<file path="src/core/slp_pkg.sv">
// Package: types and constants of the sleep-state sequencer
package slp_pkg;
    // ------------------------------------------------------------
    // Timing
    // ------------------------------------------------------------
    localparam int CLK_HZ      = 25_000_000;
    localparam int PWM_S0_HZ   = 250_000;
    localparam int DEAD_NS     = 80;
    localparam int SS_US       = 100;
    localparam int PWM_S0_CYC  = CLK_HZ / PWM_S0_HZ;
    localparam int PWM_S3_CYC  = PWM_S0_CYC / 2;
    localparam int DEAD_CYC    = (DEAD_NS * (CLK_HZ / 1_000_000) + 999)
                                 / 1000;
    localparam int SS_CYC      = SS_US * (CLK_HZ / 1_000_000);
    localparam int SYNC_STAGES = 2;

    // ------------------------------------------------------------
    // Register map
    // ------------------------------------------------------------
    localparam int          ADDR_W     = 4;
    localparam logic [3:0]  ADDR_CTRL  = 4'h0;
    localparam logic [3:0]  ADDR_STAT  = 4'h4;
    localparam logic [7:0]  DUTY_RST   = 8'h32;
    localparam int          CTRL_MEM_LSB  = 0;
    localparam int          CTRL_CORE_LSB = 8;
    localparam logic [1:0]  RESP_OKAY  = 2'h0;
    localparam logic [1:0]  RESP_SLV   = 2'h2;

    // Mode controller states; SOFT belongs to S0 (memory rail ramping)
    typedef enum logic [2:0] {
        ST_S5, ST_SOFT, ST_S0, ST_S3, ST_TRIP
    } slp_state_t;

    // Sensed inputs, one bit each
    typedef struct packed {
        logic sleep_request;
        logic standby_supply_ok;
        logic main_supply_ok;
        logic reference_good;
        logic memory_rail_ok;
        logic overcurrent;
        logic temp_hot;
        logic temp_cool;
    } slp_sense_t;
    localparam int SENSE_W = $bits(slp_sense_t);

    // Gate-drive outputs
    typedef struct packed {
        logic memory_high_side_gate;
        logic memory_low_side_gate;
        logic core_high_side_gate;
        logic core_low_side_gate;
    } slp_gate_t;
endpackage : slp_pkg

</file>
<file path="src/core/slp_sequencer.sv">
// Sleep-state mode controller with gate sequencing and register slave
// Contract
// - Power up into S5, all regulators off
// - S5 to S0 needs three goods, sleep low
// - Sleep rising edge in S0 enters S3
// - Sleep low in S3 returns to S0
// - Supply-good loss in S0 returns to S5
// - Never S3 to S5 or S5 to S3
// - Control idle until reference good
// - Standby monitor first, then gate monitor
// - Gate supply good, sleep low: start soft-start
// - Rail regulated, soft-start done: raise in-regulation
// - Each monitor flags its own supply good
// - S3: memory standby, termination off, core low
// - S5: regulators off, all gates low
// - S0 250 kHz switching, S3 doubled
// - High and low gates never overlap
// - S0 overcurrent latches off until supply cycled
// - S3 gate-supply loss drops flag, stays S3
// - Thermal shutdown above 145, resume below 120
//
// Decided for this implementation: register access over AXI4-Lite and the address map.
module slp_sequencer (
    input  logic               aclk,
    input  logic               aresetn,
    input  slp_pkg::slp_sense_t sense,
    output slp_pkg::slp_gate_t gate,
    output logic               standby_supply_good,
    output logic               gate_supply_good,
    output logic               memory_rail_in_regulation,
    output logic               termination_enable,
    output logic               core_rail_enable,
    output logic [1:0]         sleep_mode,
    input  logic               awvalid,
    output logic               awready,
    input  logic [3:0]         awaddr,
    input  logic               wvalid,
    output logic               wready,
    input  logic [31:0]        wdata,
    input  logic [3:0]         wstrb,
    output logic               bvalid,
    input  logic               bready,
    output logic [1:0]         bresp,
    input  logic               arvalid,
    output logic               arready,
    input  logic [3:0]         araddr,
    output logic               rvalid,
    input  logic               rready,
    output logic [31:0]        rdata,
    output logic [1:0]         rresp
);
    import slp_pkg::*;

    // ------------------------------------------------------------
    // Input synchroniser
    // ------------------------------------------------------------
    logic [SENSE_W-1:0] meta_q;
    logic [SENSE_W-1:0] sync_q;
    slp_sense_t         s;
    // First stage feeds only the second stage
    for (genvar i = 0; i < SENSE_W; i++) begin : g_sync
        always_ff @(posedge aclk) begin
            if (!aresetn) begin
                meta_q[i] <= 1'b0;
                sync_q[i] <= 1'b0;
            end else begin
                meta_q[i] <= sense[i];
                sync_q[i] <= meta_q[i];
            end
        end
    end
    assign s = slp_sense_t'(sync_q);

    // ------------------------------------------------------------
    // Supply monitors, thermal and mode state
    // ------------------------------------------------------------
    slp_state_t  st_q, st_d;
    logic        sb_good_q, sb_good_d;
    logic        gs_good_q, gs_good_d;
    logic        therm_q, therm_d;
    logic        slp_prev_q, slp_prev_d;
    logic        inreg_q, inreg_d;
    logic [15:0] ss_q, ss_d;
    logic        ss_done;
    logic        slp_rise;

    assign ss_done  = (ss_q == 16'(SS_CYC));
    assign slp_rise = s.sleep_request && !slp_prev_q;

    // Mode decision; thermal shutdown freezes the mode so that no
    // forbidden S3/S5 jump is ever taken while the die is hot
    always_comb begin
        sb_good_d  = s.reference_good && s.standby_supply_ok;
        gs_good_d  = s.reference_good && sb_good_q
                     && s.main_supply_ok;
        therm_d    = therm_q;
        if (s.temp_hot)
            therm_d = 1'b1;
        else if (s.temp_cool)
            therm_d = 1'b0;
        slp_prev_d = s.sleep_request;
        st_d       = st_q;
        ss_d       = ss_q;
        inreg_d    = inreg_q;
        if (!therm_q) begin
            case (st_q)
                ST_S5: begin
                    ss_d    = 16'h0000;
                    inreg_d = 1'b0;
                    // Monitors already need the reference, so the
                    // mode stays idle without it
                    if (s.reference_good && sb_good_q && gs_good_q
                        && !s.sleep_request)
                        st_d = ST_SOFT;
                end
                ST_SOFT: begin
                    if (!ss_done)
                        ss_d = ss_q + 16'h0001;
                    if (s.overcurrent)
                        st_d = ST_TRIP;
                    else if (!sb_good_q || !gs_good_q)
                        st_d = ST_S5;
                    else if (ss_done && s.memory_rail_ok) begin
                        inreg_d = 1'b1;
                        st_d    = ST_S0;
                    end
                end
                ST_S0: begin
                    if (s.overcurrent)
                        st_d = ST_TRIP;
                    else if (!sb_good_q || !gs_good_q)
                        st_d = ST_S5;
                    else if (slp_rise)
                        st_d = ST_S3;
                end
                ST_S3: begin
                    // Overcurrent and gate-supply loss ignored here
                    if (!s.sleep_request)
                        st_d = ST_S0;
                end
                ST_TRIP: begin
                    inreg_d = 1'b0;
                    if (!s.standby_supply_ok || !s.main_supply_ok)
                        st_d = ST_S5;
                end
                default: st_d = ST_S5;
            endcase
        end
    end

    always_ff @(posedge aclk) begin
        if (!aresetn) begin
            st_q       <= ST_S5;
            sb_good_q  <= 1'b0;
            gs_good_q  <= 1'b0;
            therm_q    <= 1'b0;
            slp_prev_q <= 1'b0;
            inreg_q    <= 1'b0;
            ss_q       <= 16'h0000;
        end else begin
            st_q       <= st_d;
            sb_good_q  <= sb_good_d;
            gs_good_q  <= gs_good_d;
            therm_q    <= therm_d;
            slp_prev_q <= slp_prev_d;
            inreg_q    <= inreg_d;
            ss_q       <= ss_d;
        end
    end

    // ------------------------------------------------------------
    // PWM timebase and gate drive
    // ------------------------------------------------------------
    logic [7:0] mem_duty_q, core_duty_q;
    logic [7:0] cnt_q, cnt_d, per, cmp, ccnt, ccmp;
    logic       mem_on, core_on;
    slp_gate_t  gate_d;
    logic       term_d, core_en_d;
    logic [1:0] mode_d;

    // S3 halves the period, so the memory rail switches twice as fast
    always_comb begin
        per     = (st_q == ST_S3) ? 8'(PWM_S3_CYC) : 8'(PWM_S0_CYC);
        cnt_d   = (cnt_q >= per - 8'h01) ? 8'h00 : cnt_q + 8'h01;
        cmp     = (st_q == ST_S3) ? (mem_duty_q >> 1) : mem_duty_q;
        if (cmp > per)
            cmp = per;
        // Core runs half a period behind to spread input current
        ccnt    = (cnt_q >= 8'(PWM_S3_CYC)) ? cnt_q - 8'(PWM_S3_CYC)
                                            : cnt_q + 8'(PWM_S3_CYC);
        ccmp    = (core_duty_q > 8'(PWM_S0_CYC)) ? 8'(PWM_S0_CYC)
                                                 : core_duty_q;
        mem_on  = !therm_q && (st_q == ST_SOFT || st_q == ST_S0
                               || st_q == ST_S3);
        core_on = !therm_q && st_q == ST_S0 && inreg_q;
        // Dead band on both edges keeps the pair from overlapping
        gate_d.memory_high_side_gate = mem_on && cnt_q >= 8'(DEAD_CYC)
            && cnt_q < cmp;
        gate_d.memory_low_side_gate = mem_on
            && cnt_q >= cmp + 8'(DEAD_CYC)
            && cnt_q < per - 8'(DEAD_CYC);
        gate_d.core_high_side_gate = core_on && ccnt >= 8'(DEAD_CYC)
            && ccnt < ccmp;
        gate_d.core_low_side_gate = core_on
            && ccnt >= ccmp + 8'(DEAD_CYC)
            && ccnt < 8'(PWM_S0_CYC - DEAD_CYC);
        term_d    = core_on;
        core_en_d = core_on;
        case (st_q)
            ST_S0, ST_SOFT: mode_d = 2'h1;
            ST_S3:          mode_d = 2'h3;
            default:        mode_d = 2'h0;
        endcase
    end

    always_ff @(posedge aclk) begin
        if (!aresetn) begin
            cnt_q                     <= 8'h00;
            gate                      <= '0;
            termination_enable        <= 1'b0;
            core_rail_enable          <= 1'b0;
            sleep_mode                <= 2'h0;
            standby_supply_good       <= 1'b0;
            gate_supply_good          <= 1'b0;
            memory_rail_in_regulation <= 1'b0;
        end else begin
            cnt_q                     <= cnt_d;
            gate                      <= gate_d;
            termination_enable        <= term_d;
            core_rail_enable          <= core_en_d;
            sleep_mode                <= mode_d;
            standby_supply_good       <= sb_good_q;
            gate_supply_good          <= gs_good_q;
            memory_rail_in_regulation <= inreg_q;
        end
    end

    // ------------------------------------------------------------
    // AXI4-Lite slave
    // ------------------------------------------------------------
    logic        aw_have_q, aw_have_d, w_have_q, w_have_d;
    logic [3:0]  wa_q, wa_d;
    logic [31:0] wd_q, wd_d;
    logic [3:0]  ws_q, ws_d;
    logic        bvalid_d, rvalid_d, awready_d, wready_d, arready_d;
    logic [1:0]  bresp_d, rresp_d;
    logic [31:0] rdata_d;
    logic [7:0]  mem_duty_d, core_duty_d;

    // Address and data may come in either order; answer when both held
    always_comb begin
        aw_have_d   = aw_have_q;
        w_have_d    = w_have_q;
        wa_d        = wa_q;
        wd_d        = wd_q;
        ws_d        = ws_q;
        bvalid_d    = bvalid && !bready;
        bresp_d     = bresp;
        rvalid_d    = rvalid && !rready;
        rresp_d     = rresp;
        rdata_d     = rdata;
        mem_duty_d  = mem_duty_q;
        core_duty_d = core_duty_q;
        if (awvalid && awready) begin
            aw_have_d = 1'b1;
            wa_d      = awaddr;
        end
        if (wvalid && wready) begin
            w_have_d = 1'b1;
            wd_d     = wdata;
            ws_d     = wstrb;
        end
        if (aw_have_q && w_have_q && !bvalid) begin
            aw_have_d = 1'b0;
            w_have_d  = 1'b0;
            bvalid_d  = 1'b1;
            bresp_d   = RESP_OKAY;
            if (wa_q == ADDR_CTRL) begin
                if (ws_q[0])
                    mem_duty_d = wd_q[CTRL_MEM_LSB +: 8];
                if (ws_q[1])
                    core_duty_d = wd_q[CTRL_CORE_LSB +: 8];
            end else if (wa_q != ADDR_STAT)
                bresp_d = RESP_SLV;
        end
        if (arvalid && arready) begin
            rvalid_d = 1'b1;
            rresp_d  = RESP_OKAY;
            case (araddr)
                ADDR_CTRL: rdata_d = {16'h0000, core_duty_q, mem_duty_q};
                ADDR_STAT: rdata_d = {24'h000000, therm_q, inreg_q,
                                      gs_good_q, sb_good_q, 1'b0,
                                      3'(st_q)};
                default: begin
                    rdata_d = 32'h00000000;
                    rresp_d = RESP_SLV;
                end
            endcase
        end
        awready_d = !aw_have_d && !(awvalid && awready);
        wready_d  = !w_have_d && !(wvalid && wready);
        arready_d = !rvalid_d && !(arvalid && arready);
    end

    always_ff @(posedge aclk) begin
        if (!aresetn) begin
            aw_have_q   <= 1'b0;
            w_have_q    <= 1'b0;
            wa_q        <= 4'h0;
            wd_q        <= 32'h00000000;
            ws_q        <= 4'h0;
            awready     <= 1'b0;
            wready      <= 1'b0;
            arready     <= 1'b0;
            bvalid      <= 1'b0;
            bresp       <= 2'h0;
            rvalid      <= 1'b0;
            rresp       <= 2'h0;
            rdata       <= 32'h00000000;
            mem_duty_q  <= DUTY_RST;
            core_duty_q <= DUTY_RST;
        end else begin
            aw_have_q   <= aw_have_d;
            w_have_q    <= w_have_d;
            wa_q        <= wa_d;
            wd_q        <= wd_d;
            ws_q        <= ws_d;
            awready     <= awready_d;
            wready      <= wready_d;
            arready     <= arready_d;
            bvalid      <= bvalid_d;
            bresp       <= bresp_d;
            rvalid      <= rvalid_d;
            rresp       <= rresp_d;
            rdata       <= rdata_d;
            mem_duty_q  <= mem_duty_d;
            core_duty_q <= core_duty_d;
        end
    end
endmodule : slp_sequencer

</file>
<file path="config.mk">
export PLATFORM = sky130hd
export DESIGN_NAME = slp_sequencer
export DESIGN_NICKNAME = d
export VERILOG_FILES = /design/src/core/slp_pkg.sv /design/src/core/slp_sequencer.sv
export SDC_FILE = /design/constraint.sdc
export NUM_CORES = 1
export LEC_CHECK = 0
export BUFFER_PORTS_ARGS = -buffer_cell sky130_fd_sc_hd__buf_2
export CAP_MARGIN = 30
export CORE_AREA = 2 2 75 149
export DETAILED_ROUTE_END_ITERATION = 10
export DIE_AREA = 0 0 77 151
export GPL_TIMING_DRIVEN = 0
export PLACE_DENSITY_LB_ADDON = 0.25
export SLEW_MARGIN = 10
export SYNTH_ARGS = -nofsm -noshare
export SYNTH_HDL_FRONTEND = slang
export SYNTH_SLANG_ARGS = --single-unit
export TNS_END_PERCENT = 30
</file>
<file path="constraint.sdc">
create_clock -name aclk -period 5.6 [get_ports aclk]
set_input_delay 0.84 -clock aclk [delete_from_list [all_inputs] [get_ports aclk]]
set_output_delay 0.84 -clock aclk [all_outputs]
set_load 0.1 [all_outputs]
</file>
Word-level counts from Yosys, hierarchy flattened --
Cells that the tools add are included.
Storage, ports and cells: register bits 139, logic and storage cells 183, input bits 59
Cells by class: mux-type cells 34, bitwise gates (word level) 2, add/subtract/negate cells 8, reduce and logical (&&, ||, !) cells 63, $lt $le $gt $ge 12, equality and inequality tests 16
Operator list (count):
- $pmux W16 S2 | 2
- $mux W8 | 4
- $logic_and A1 B1 Y1 | 28
- $mux W3 | 9
- $ge A8 B8 Y1 | 3
- $lt A8 B8 Y1 | 3
- $add A16 B1 Y16 const B | 1
- $add A8 B2 Y8 const B | 2
- $eq A16 B12 Y1 const B | 1
- $ge A8 B2 Y1 const B | 2
- $logic_not A1 Y1 | 16
- $mux W16 | 1
- $pmux W3 S5 | 1
- $ne A2 B2 Y1 const B | 7
- $mux W1 | 11
- $reduce_and A3 Y1 | 3
- $add A8 B1 Y8 const B | 1
- $add A8 B6 Y8 const B | 1
- $ge A8 B6 Y1 const B | 1
- $gt A8 B7 Y1 | 1
- $gt A8 B7 Y1 const B | 1
- $logic_not A4 Y1 | 2
- $lt A8 B7 Y1 const B | 1
- $ne A4 B4 Y1 const B | 2
- other kinds (19) | 31

Logic depth before layout (Yosys ltp) --
Gate-level depths: netlist of run 1.
word-level depth 8, depth in mapped cells 16, mapped depth without buffers 15

Worst setup path before layout of run 1 --
No wires, ideal clock.
path type register to register, start point register st_q[1], end point register gate[2] (netlist bit), library setup time 0.070 ns, clock period less this slack 3.196 ns, stages on the path, launching flop included 17, arrival 3.126 ns, slack 2.404 ns, cells stage by stage dfxtp_1 > buf_2 > nor2b_1 > nand2_1 > a21o_1 > a211o_1 > a311oi_1 > o22ai_1 > ha_1 > nand4b_1 > o22ai_1 > a21oi_1 > nor2_1 > ha_1 > nor4_1 > or3_1 > a21oi_1
Between the ends: longest elaborated chain between the ends 8, elaborated cells between the ends (all ways) 16
Ends and longest elaborated chain:
- start: declaration | RTL line slp_sequencer.sv:77 | slp_state_t st_q, st_d;
- start signal: assignment | RTL line slp_sequencer.sv:161 | st_q <= st_d;
- $eq A3 B2 Y1 | RTL line slp_sequencer.sv:183, slp_sequencer.sv:185, slp_sequencer.sv:194
- $mux W8 / $mux W7 (equally long branches) | RTL line slp_sequencer.sv:185, slp_sequencer.sv:183
- $gt A8 B7 Y1 | RTL line slp_sequencer.sv:186 | if (cmp > per)
- $mux W8 | RTL line slp_sequencer.sv:186
- $add A8 B2 Y8 | RTL line slp_sequencer.sv:200 | && cnt_q >= cmp + 8'(DEAD_CYC)
- $ge A8 B8 Y1 | RTL line slp_sequencer.sv:200
- $logic_and A1 B1 Y1 | RTL line slp_sequencer.sv:200
- $logic_and A1 B1 Y1 * | RTL line slp_sequencer.sv:201 | && cnt_q < per - 8'(DEAD_CYC);
- end signal: assignment | RTL line slp_sequencer.sv:228 | gate <= gate_d;
- end: declaration | RTL line slp_sequencer.sv:27 | output slp_pkg::slp_gate_t gate,
Every way passes the cells marked *; elsewhere a longest branch is shown, timed or not. A chain may end at the register's enable or synchronous reset.

Worst setup path after layout of run 1 --
Ends and elaborated chain as after synthesis.

==> results.txt, run 1 <==
* Commonest cells after routing, fill and taps aside: sky130_fd_sc_hd__dfxtp_1 (121), sky130_fd_sc_hd__nand2_1 (95), sky130_fd_sc_hd__buf_2 (78)
- For the worst setup path, the data arrival time is 4030 ps.
- Minimum clock period: 3690 ps
- Final hold vios: 0
- Path type of the worst min-delay path: flop to flop
- Critical path class: flop to flop
* Logic gate share of total power: 0.096
- Share of the clock period used by the worst path after layout: 0.660
- Cell internal power was estimated by the tool at 1.71 mW.
- Synthesized area divided by synthesized cell count: 8.57 µm²
- In this run the cell area measured after placement is 0.00679 mm².
- Clock skew after layout: 10.2 ps
- The synthesized design contains 0 enable-type register cells.
* Antenna diodes: 0
* Synth warnings: 0
- For the final routed database, the setup TNS stands at 0 ps.
- CTS root buf: sky130_fd_sc_hd__clkbuf_16
* Area contributors post-synth: sky130_fd_sc_hd__dfxtp_1 (39%), sky130_fd_sc_hd__ha_1 (8.5%), sky130_fd_sc_hd__nand2_1 (5.8%), sky130_fd_sc_hd__a21boi_0 (4.3%), sky130_fd_sc_hd__nand3_1 (3.2%)
* Post-synthesis instance total: 720
- After clock tree synthesis, the repair step resized 0 gates.
- STA classifies the critical path startpoint as a flop.
- Worst voltage drop across the vdd grid: 0.341 mV
- Cell depth of the worst flop-to-flop path: 16
- The clock reaches the later pin of the worst-skew pair after 410 ps.
* Total net switching power: 547 µW
- OpenSTA, run right after detailed placement, puts the worst setup slack at 2010 ps.
- Measured against its own limit, the worst slew margin works out to 0.598.
- The via count of the first global-routing pass is 5386.
* Number of vias per cell: 5.67
* Post CTS Setup Buffer Count: 0
* First-pass GRT wire length: 23.9 mm
- Setup repair after global routing left no endpoint under its margin.
- Remaining antenna violation count: 0
- Counting distinct cell types in the post-synthesis netlist gives 59.
* Max-slew violation count: 0
- Setup ws final: 1910 ps
- Crit. End Element: flop
* Die Width: 77 µm
- Summed over all layers, the global routing overflow is 0.
- Data on the critical path is required at its endpoint by 5940 ps.
- Proportion of register bits with asynchronous set or reset after synthesis: 0
* Result of the run: complete, no violations
- After synthesis the cells add up to 0.00617 mm².
* Number of storage elements in the synthesis netlist: 121
- The number of antenna violations at the first check in global routing is 0.
* Fraction of power spent switching nets: 0.242
* Longest Clk Path Bufs: 2
* Hold Buf Count CTS: 0
* Fraction of final layout cells with drive strength greater than 1: 0.164
- Average routed wire per standard cell: 15.0 µm
- Across all layers, the routed design uses 5576 vias.
* Die height: 151 µm
- Total wirelength of the detailed-routed design: 14.7 mm
- RePlAce Congestion: 0.918
- Number of buffers created by CTS: 17
- Max-Cap Viols: 0
* H-tree levels: 4
- Relative to the synthesized area, the layout overhead comes to 20.3%.
* Overall die area: 0.0116 mm²
- Leakage: 3.19 nW
- Number of setup violations in the final report: 0
- Design Area, Final: 0.00742 mm²
* Timing-limited maximum frequency: 271 MHz
- The initial utilization of the core area, before any placement, comes to 0.589.
* Total routing resource utilization after global routing: 0.257
* Critical R2R Launch: st_q[1]$_SDFFE_PN0P_
- In the routed design, unresolved DRC markers number 0.
- The first routing iteration left 342 violations.
- Proportion of power drawn by the clock network: 0.507
* Largest net degree at the start of global routing: 17
- Along the worst path, the maximum fanout reaches 9.
* Total power draw: 2.26 mW
- Sequential element share of the synthesized area: 0.392
* Detail Placement HPWL: 11.1 mm
* Clock transition at path regs: 50 ps
* Worst min-delay path startpoint: meta_q[6]$_SDFF_PN0_
- Worst setup startpoint: st_q[1]$_SDFFE_PN0P_
- IO Count: 111
* Std cell rows: 53
- Number of buffers added on ports: 73
- Of all cell types, the one taking the most synthesized area is sky130_fd_sc_hd__dfxtp_1.
- Clock tree synthesis found a total of 121 sinks.
- Power density normalized to cell area: 304 mW/mm²
* Fraction of post-synthesis cell area in the top cell type by area: 0.392
* Worst hold path cell count: 1
- TritonCTS built the clock tree.
- Among all flip-flop cells after synthesis, the most frequent one is sky130_fd_sc_hd__dfxtp_1.
- Part of the total power dissipated in sequential elements: 0.397
- Filler cell count in the final layout: 884
- Core area: 0.0105 mm²
* Least-Margin Pin Slew: 598 ps
* DR pass1 iterations: 5
* Number of nets in the final layout: 935
* Most common cell after layout, fill and taps aside: sky130_fd_sc_hd__dfxtp_1
## sequential cells by signal, summed over array words and instances, names as in the netlist, 7 cells and up
signal / flops
cnt_q: 8
core_duty_q: 8
mem_duty_q: 8
meta_q: 8
rdata: 16
s: 7
ss_q: 16
wd_q: 16
## worst max-delay path, cell delays in order, from the launching register on
cell and delay [ps]:
sky130_fd_sc_hd__dfxtp_1 300, sky130_fd_sc_hd__buf_2 200, sky130_fd_sc_hd__nor2b_1 260, sky130_fd_sc_hd__nand2_1 220, sky130_fd_sc_hd__a21o_1 220, sky130_fd_sc_hd__a211o_1 310
sky130_fd_sc_hd__a311oi_1 470, sky130_fd_sc_hd__o22ai_1 180, sky130_fd_sc_hd__ha_1 270, sky130_fd_sc_hd__nand4b_1 100, sky130_fd_sc_hd__o22ai_1 80, sky130_fd_sc_hd__a21oi_1 170
sky130_fd_sc_hd__nor2_1 80, sky130_fd_sc_hd__ha_1 300, sky130_fd_sc_hd__nor4_1 40, sky130_fd_sc_hd__or3_1 300, sky130_fd_sc_hd__a21oi_1 120
## cell families after synthesis
logic type / Yosys count / synth area share
simple gates: 304 / 0.249
compound gates: 144 / 0.163
flops: 121 / 0.392
buf+inv: 73 / 0.0592
fa+ha+maj: 43 / 0.0868
xor+xnor: 23 / 0.0326
mux: 10 / 0.0164
other cells: 2 / 0.00122
## final timing paths
kind                                            to  slack, ps
worst max-delay path            gate[2]$_SDFF_PN0_       1910
worst min-delay path               s[6]$_SDFF_PN0_        430
worst max register to register  gate[2]$_SDFF_PN0_       1910
worst min register to register     s[6]$_SDFF_PN0_        430
## layer usage
layer  track usage  wire length, µm
met1         0.241             5360
met2         0.505             8310
met3        0.0536              488
met4         0.145              589
met5             0                0
## layout make-up
type / count / area (µm²) / share of cell area
buffer: 55 / 298 / 0.0401
clock buffer: 20 / 457 / 0.0615
clock inverter: 12 / 171 / 0.0231
inverter: 18 / 67.6 / 0.00910
multi-input combinational: 546 / 3460 / 0.466
sequential: 121 / 2420 / 0.326
tap: 137 / 171 / 0.0231
timing repair buffer: 75 / 378 / 0.0509
## through the flow
stage,util,instances,hold slack (ps)
6_report,0.709,984,427
5_1_grt,0.709,984,453
4_1_cts,0.708,983,427
3_5_place_dp,0.648,951,417
3_3_place_gp,0.647,950,420
2_1_floorplan,-,740,412
## synth_stat cells (all sizes together), types with 3 or more instances
master,n
a21boi,35
nand3,39
nand4,8
buf,25
nand4b,3
ha,42
nor4,5
a2111o,3
clkbuf,30
nor3,14
a21o,6
xor2,12
a21oi,29
or3,8
o22ai,3
a211oi,5
and2,26
o21ai,20
o211ai,5
and3,11
a311oi,3
a22oi,9
nand2,95
inv,18
nor3b,3
a211o,3
nor2,44
xnor2,11
nor4b,5
a31oi,6
o21a,5
nand3b,3
dfxtp,121
nand2b,8
mux2i,9
nor2b,25
## power by group through the flow
| stage | clock [mW] | sequential [mW] | combinational [mW] |
|---|---|---|---|
| 2_1_floorplan | 0 | 0.937 | 0.146 |
| 3_3_place_gp | 0 | 0.914 | 0.211 |
| 3_5_place_dp | 0 | 0.915 | 0.214 |
| 4_1_cts | 1.16 | 0.897 | 0.216 |
| 5_1_grt | 1.20 | 0.899 | 0.233 |
| 6_report | 1.15 | 0.897 | 0.217 |
(Power assumes the default switching activity.)
==> run 2, diff against run 1 <==
--- a/config.mk
+++ b/config.mk
@@ -7,9 +7,9 @@
 export LEC_CHECK = 0
 export BUFFER_PORTS_ARGS = -buffer_cell sky130_fd_sc_hd__buf_2
 export CAP_MARGIN = 30
-export CORE_AREA = 2 2 75 149
+export CORE_AREA = 2 2 81 161
 export DETAILED_ROUTE_END_ITERATION = 10
-export DIE_AREA = 0 0 77 151
+export DIE_AREA = 0 0 83 163
 export GPL_TIMING_DRIVEN = 0
 export PLACE_DENSITY_LB_ADDON = 0.25
 export SLEW_MARGIN = 10
==> constraint.sdc (replaced) <==
create_clock -name aclk -period 3.3 [get_ports aclk]
set_input_delay 0.495 -clock aclk [delete_from_list [all_inputs] [get_ports aclk]]
set_output_delay 0.495 -clock aclk [all_outputs]
set_load 0.1 [all_outputs]
==> run 2 against run 1 <==
Effect of this change:
- count of clock-buffer cells in the layout decreased by 2
- highest routed layer unchanged
- non-clock buffer count is 6 higher
- combinational power grew 67%
- register-to-register slack got worse by 1700 ps
- final cell count up 1.9%
- die area increased by 16%
- largest cell class unchanged
==> results.txt, run 2 (same netlist as run 1, synthesis figures left out) <==
- Worst setup startpoint: st_q[1]$_SDFFE_PN0P_
* CP top delay family: compound AO/OA/AOI/OAI gates
- Max-slew violation count: 0
- The HPWL after detailed placement is 10.1 mm.
- Part of the total power dissipated in sequential elements: 0.390
- The number of antenna violations at the first check in global routing was 0.
- Timing-limited maximum frequency: 319 MHz
- Met1 layer wirelength in the final routing: 6.23 mm
* RePlAce Congestion: 0.824
- Startpoint types: flop
- Max stage delay on crit path: 380 ps
- The count of final hold-check violations was 0.
* Crit. End Element: flop
- Remaining antenna violation count: 0
- Die Width: 83 µm
- Headroom to the max-slew limit came out at 0.379.
- The core region is 0.0124 mm².
- CTS tree: built
- The number of antenna diodes in the final layout is 0.
- In this run the worst hold path is classified as input pin to flop.
* Std cell rows: 58
- Internal power of the cells: 2.89 mW
* CTS Sinks: 121
- DR pass1 iterations: 5
- Signed area change from the synthesized netlist to the final layout: 22.2%
- DR iter-0 viols: 262
- Across every metal layer, demand over resource in global routing totals 0.208.
- Longest Clk Path Bufs: 2
* Clock latency at the later pin of the worst-skew pair: 410 ps
- Fraction of power spent switching nets: 0.258
- Max-Cap Viols: 0
- After global routing the overflow that remains totals 0.
- Number of buffers added on ports: 73
- Prior to clock tree synthesis, the placed netlist has a worst setup slack of -402 ps.
- Of the cells placed in the final design, the portion with a size suffix greater than 1 is 0.178.
- The run finished with clean final reports.
- The largest registers in the layout are rdata x16, ss_q x16, wd_q x16.
- Utilization after layout: 0.608
- Logic gate share of total power: 0.093
- The routed design uses 7.04 mm of met2 wire.
- The die covers 0.0135 mm².
- Filler cell count in the final layout: 1088
- CP cell instances: buf_6, nor2b_4, nand2_4, a21o_1, a211o_1, a311oi_2, o22ai_2, ha_2, nand4b_1, o22ai_1, a21oi_1, nor2_1, ha_1, nor4_2, or3_1, a21oi_1
- At the pin with the least slew margin, the transition time is 925 ps.
- Hold repair after CTS inserted 0 buffers.
* Worst min-delay path startpoint: sense[1]
- Setup slack on the critical path of the routed design comes to 163 ps.
- Critical R2R Launch: st_q[1]$_SDFFE_PN0P_
* Required time of the critical path: 3640 ps
- Leaving out fill and tap cells, the most frequent cell in the layout is sky130_fd_sc_hd__dfxtp_1.
* Number of nets in the final layout: 941
- CTS placed an instance of sky130_fd_sc_hd__clkbuf_16 at the clock tree root.
- Of the available clock period, the critical path in the final layout requires 0.951.
- Across the VDD grid, the largest voltage drop is 0.433 mV.
* Number of buffers created by CTS: 17
- Most frequent cell on the critical path: sky130_fd_sc_hd__a21oi_1
* Power density normalized to cell area: 517 mW/mm²
- Total wirelength of the detailed-routed design: 14.0 mm
- Met3 routed wirelength: 489 µm
- IO Count: 111
- At the worst endpoint, the arrival time is 3470 ps.
- Multi-input gate area in the final layout: 0.00350 mm²
- Together, buffers and inverters on the worst path number 1.
- Dividing the detail-routed wire length by the instance count gives 14.0 µm.
- The worst path in the final design needs a cycle of 3140 ps, including I/O delays and setup.
- The H-tree generated during clock tree synthesis spans 4 levels.
- Cell with the biggest individual delay on the critical path: sky130_fd_sc_hd__a311oi_2
- The floorplan step set the die height to 163 µm.
- First-pass GRT wire length: 23.1 mm
* Number of remaining DRC errors: 0
- The initial utilization of the core area, before any placement, comes to 0.497.
* Clock transition at path regs: 60 ps
- Registers take 0.00242 mm².
- Leakage: 3.24 nW
- Critical path class: flop to flop
- Proportion of power drawn by the clock network: 0.517
* Largest net degree at the start of global routing: 17
- Number of vias per cell: 5.26
* Commonest cells after routing, fill and taps aside: sky130_fd_sc_hd__dfxtp_1 (120), sky130_fd_sc_hd__nand2_1 (94), sky130_fd_sc_hd__buf_2 (77)
* Setup repair after global routing missed its margin: yes
- Clock skew after layout: 10.3 ps
- Critical Path Fanout Max: 6
- Number of setup violations in the final report: 0
* Highest signal layer in the routed design: met4
* Vias in the first global route: 4971
- Via total after detailed routing: 5278
* Total net switching power: 1.01 mW
-- run 2: cell count changes in the layout (fill, tap and decap cells not counted), sizes merged --
cell and change:
clkbuf -3, buf +7, clkinvlp -2, inv +7, clkinv -3
-- run 2: worst paths after layout --
kind / endpoint / slack, ps / depth (start not counted)
worst max-delay path: gate[2]$_SDFF_PN0_ / 160 / 16
worst min-delay path: meta_q[1]$_SDFF_PN0_ / 290 / 2
worst max register to register: gate[2]$_SDFF_PN0_ / 160 / 16
worst min register to register: s[3]$_SDFF_PN0_ / 430 / 1
-- run 2: layer usage --
metal	vias up	GRT usage
met1	2420	0.248
met3	18	0.0568
met5	-	0
met4	0	0.0693
met2	109	0.360
li1	2731	-
-- run 2: stage by stage --
step | area, µm² | instances | total power, mW | hold slack [ps] | setup TNS, ps
after floorplan | 6250 | 740 | 1.84 | 412 | 0
after global placement | 6800 | 963 | 1.91 | 413 | -589
after detailed placement | 6810 | 964 | 1.91 | 422 | -734
after CTS | 7470 | 997 | 3.94 | 269 | 0
after global routing | 7540 | 1003 | 4.03 | 272 | -47.9
final | 7540 | 1003 | 3.90 | 287 | 0
-- run 2: worst reg2reg max path, cell delays in order (launching register included) --
cell	delay (ps)
sky130_fd_sc_hd__dfxtp_2	320
sky130_fd_sc_hd__buf_6	100
sky130_fd_sc_hd__nor2b_4	190
sky130_fd_sc_hd__nand2_4	60
sky130_fd_sc_hd__a21o_1	150
sky130_fd_sc_hd__a211o_1	290
sky130_fd_sc_hd__a311oi_2	380
sky130_fd_sc_hd__o22ai_2	140
sky130_fd_sc_hd__ha_2	220
sky130_fd_sc_hd__nand4b_1	80
sky130_fd_sc_hd__o22ai_1	80
sky130_fd_sc_hd__a21oi_1	140
sky130_fd_sc_hd__nor2_1	80
sky130_fd_sc_hd__ha_1	340
sky130_fd_sc_hd__nor4_2	50
sky130_fd_sc_hd__or3_1	310
sky130_fd_sc_hd__a21oi_1	130
-- run 2: cell type report --
class                   instances  area share
clock buffers                  18      0.0569
well taps                     150      0.0249
inverters                      18     0.00896
flip-flops and latches        121       0.321
plain buffers                  55      0.0403
repair buffers                 81      0.0561
multi-input cells             546       0.464
clock inverters                14      0.0277
-- run 2: repair_timing --
item	in CTS	in global routing
pin swaps	1	7
setup endpoints to repair	2	2
setup buffers	1	6
hold endpoints to repair	0	0
resized for setup	5	6
-- run 2: power groups by stage --
stage / logic (mW) / clock network, mW / registers (mW)
2_1_floorplan: 0.247 / 0 / 1.59
3_3_place_gp: 0.355 / 0 / 1.55
3_5_place_dp: 0.361 / 0 / 1.55
4_1_cts: 0.362 / 2.05 / 1.52
5_1_grt: 0.392 / 2.11 / 1.53
6_report: 0.362 / 2.02 / 1.52
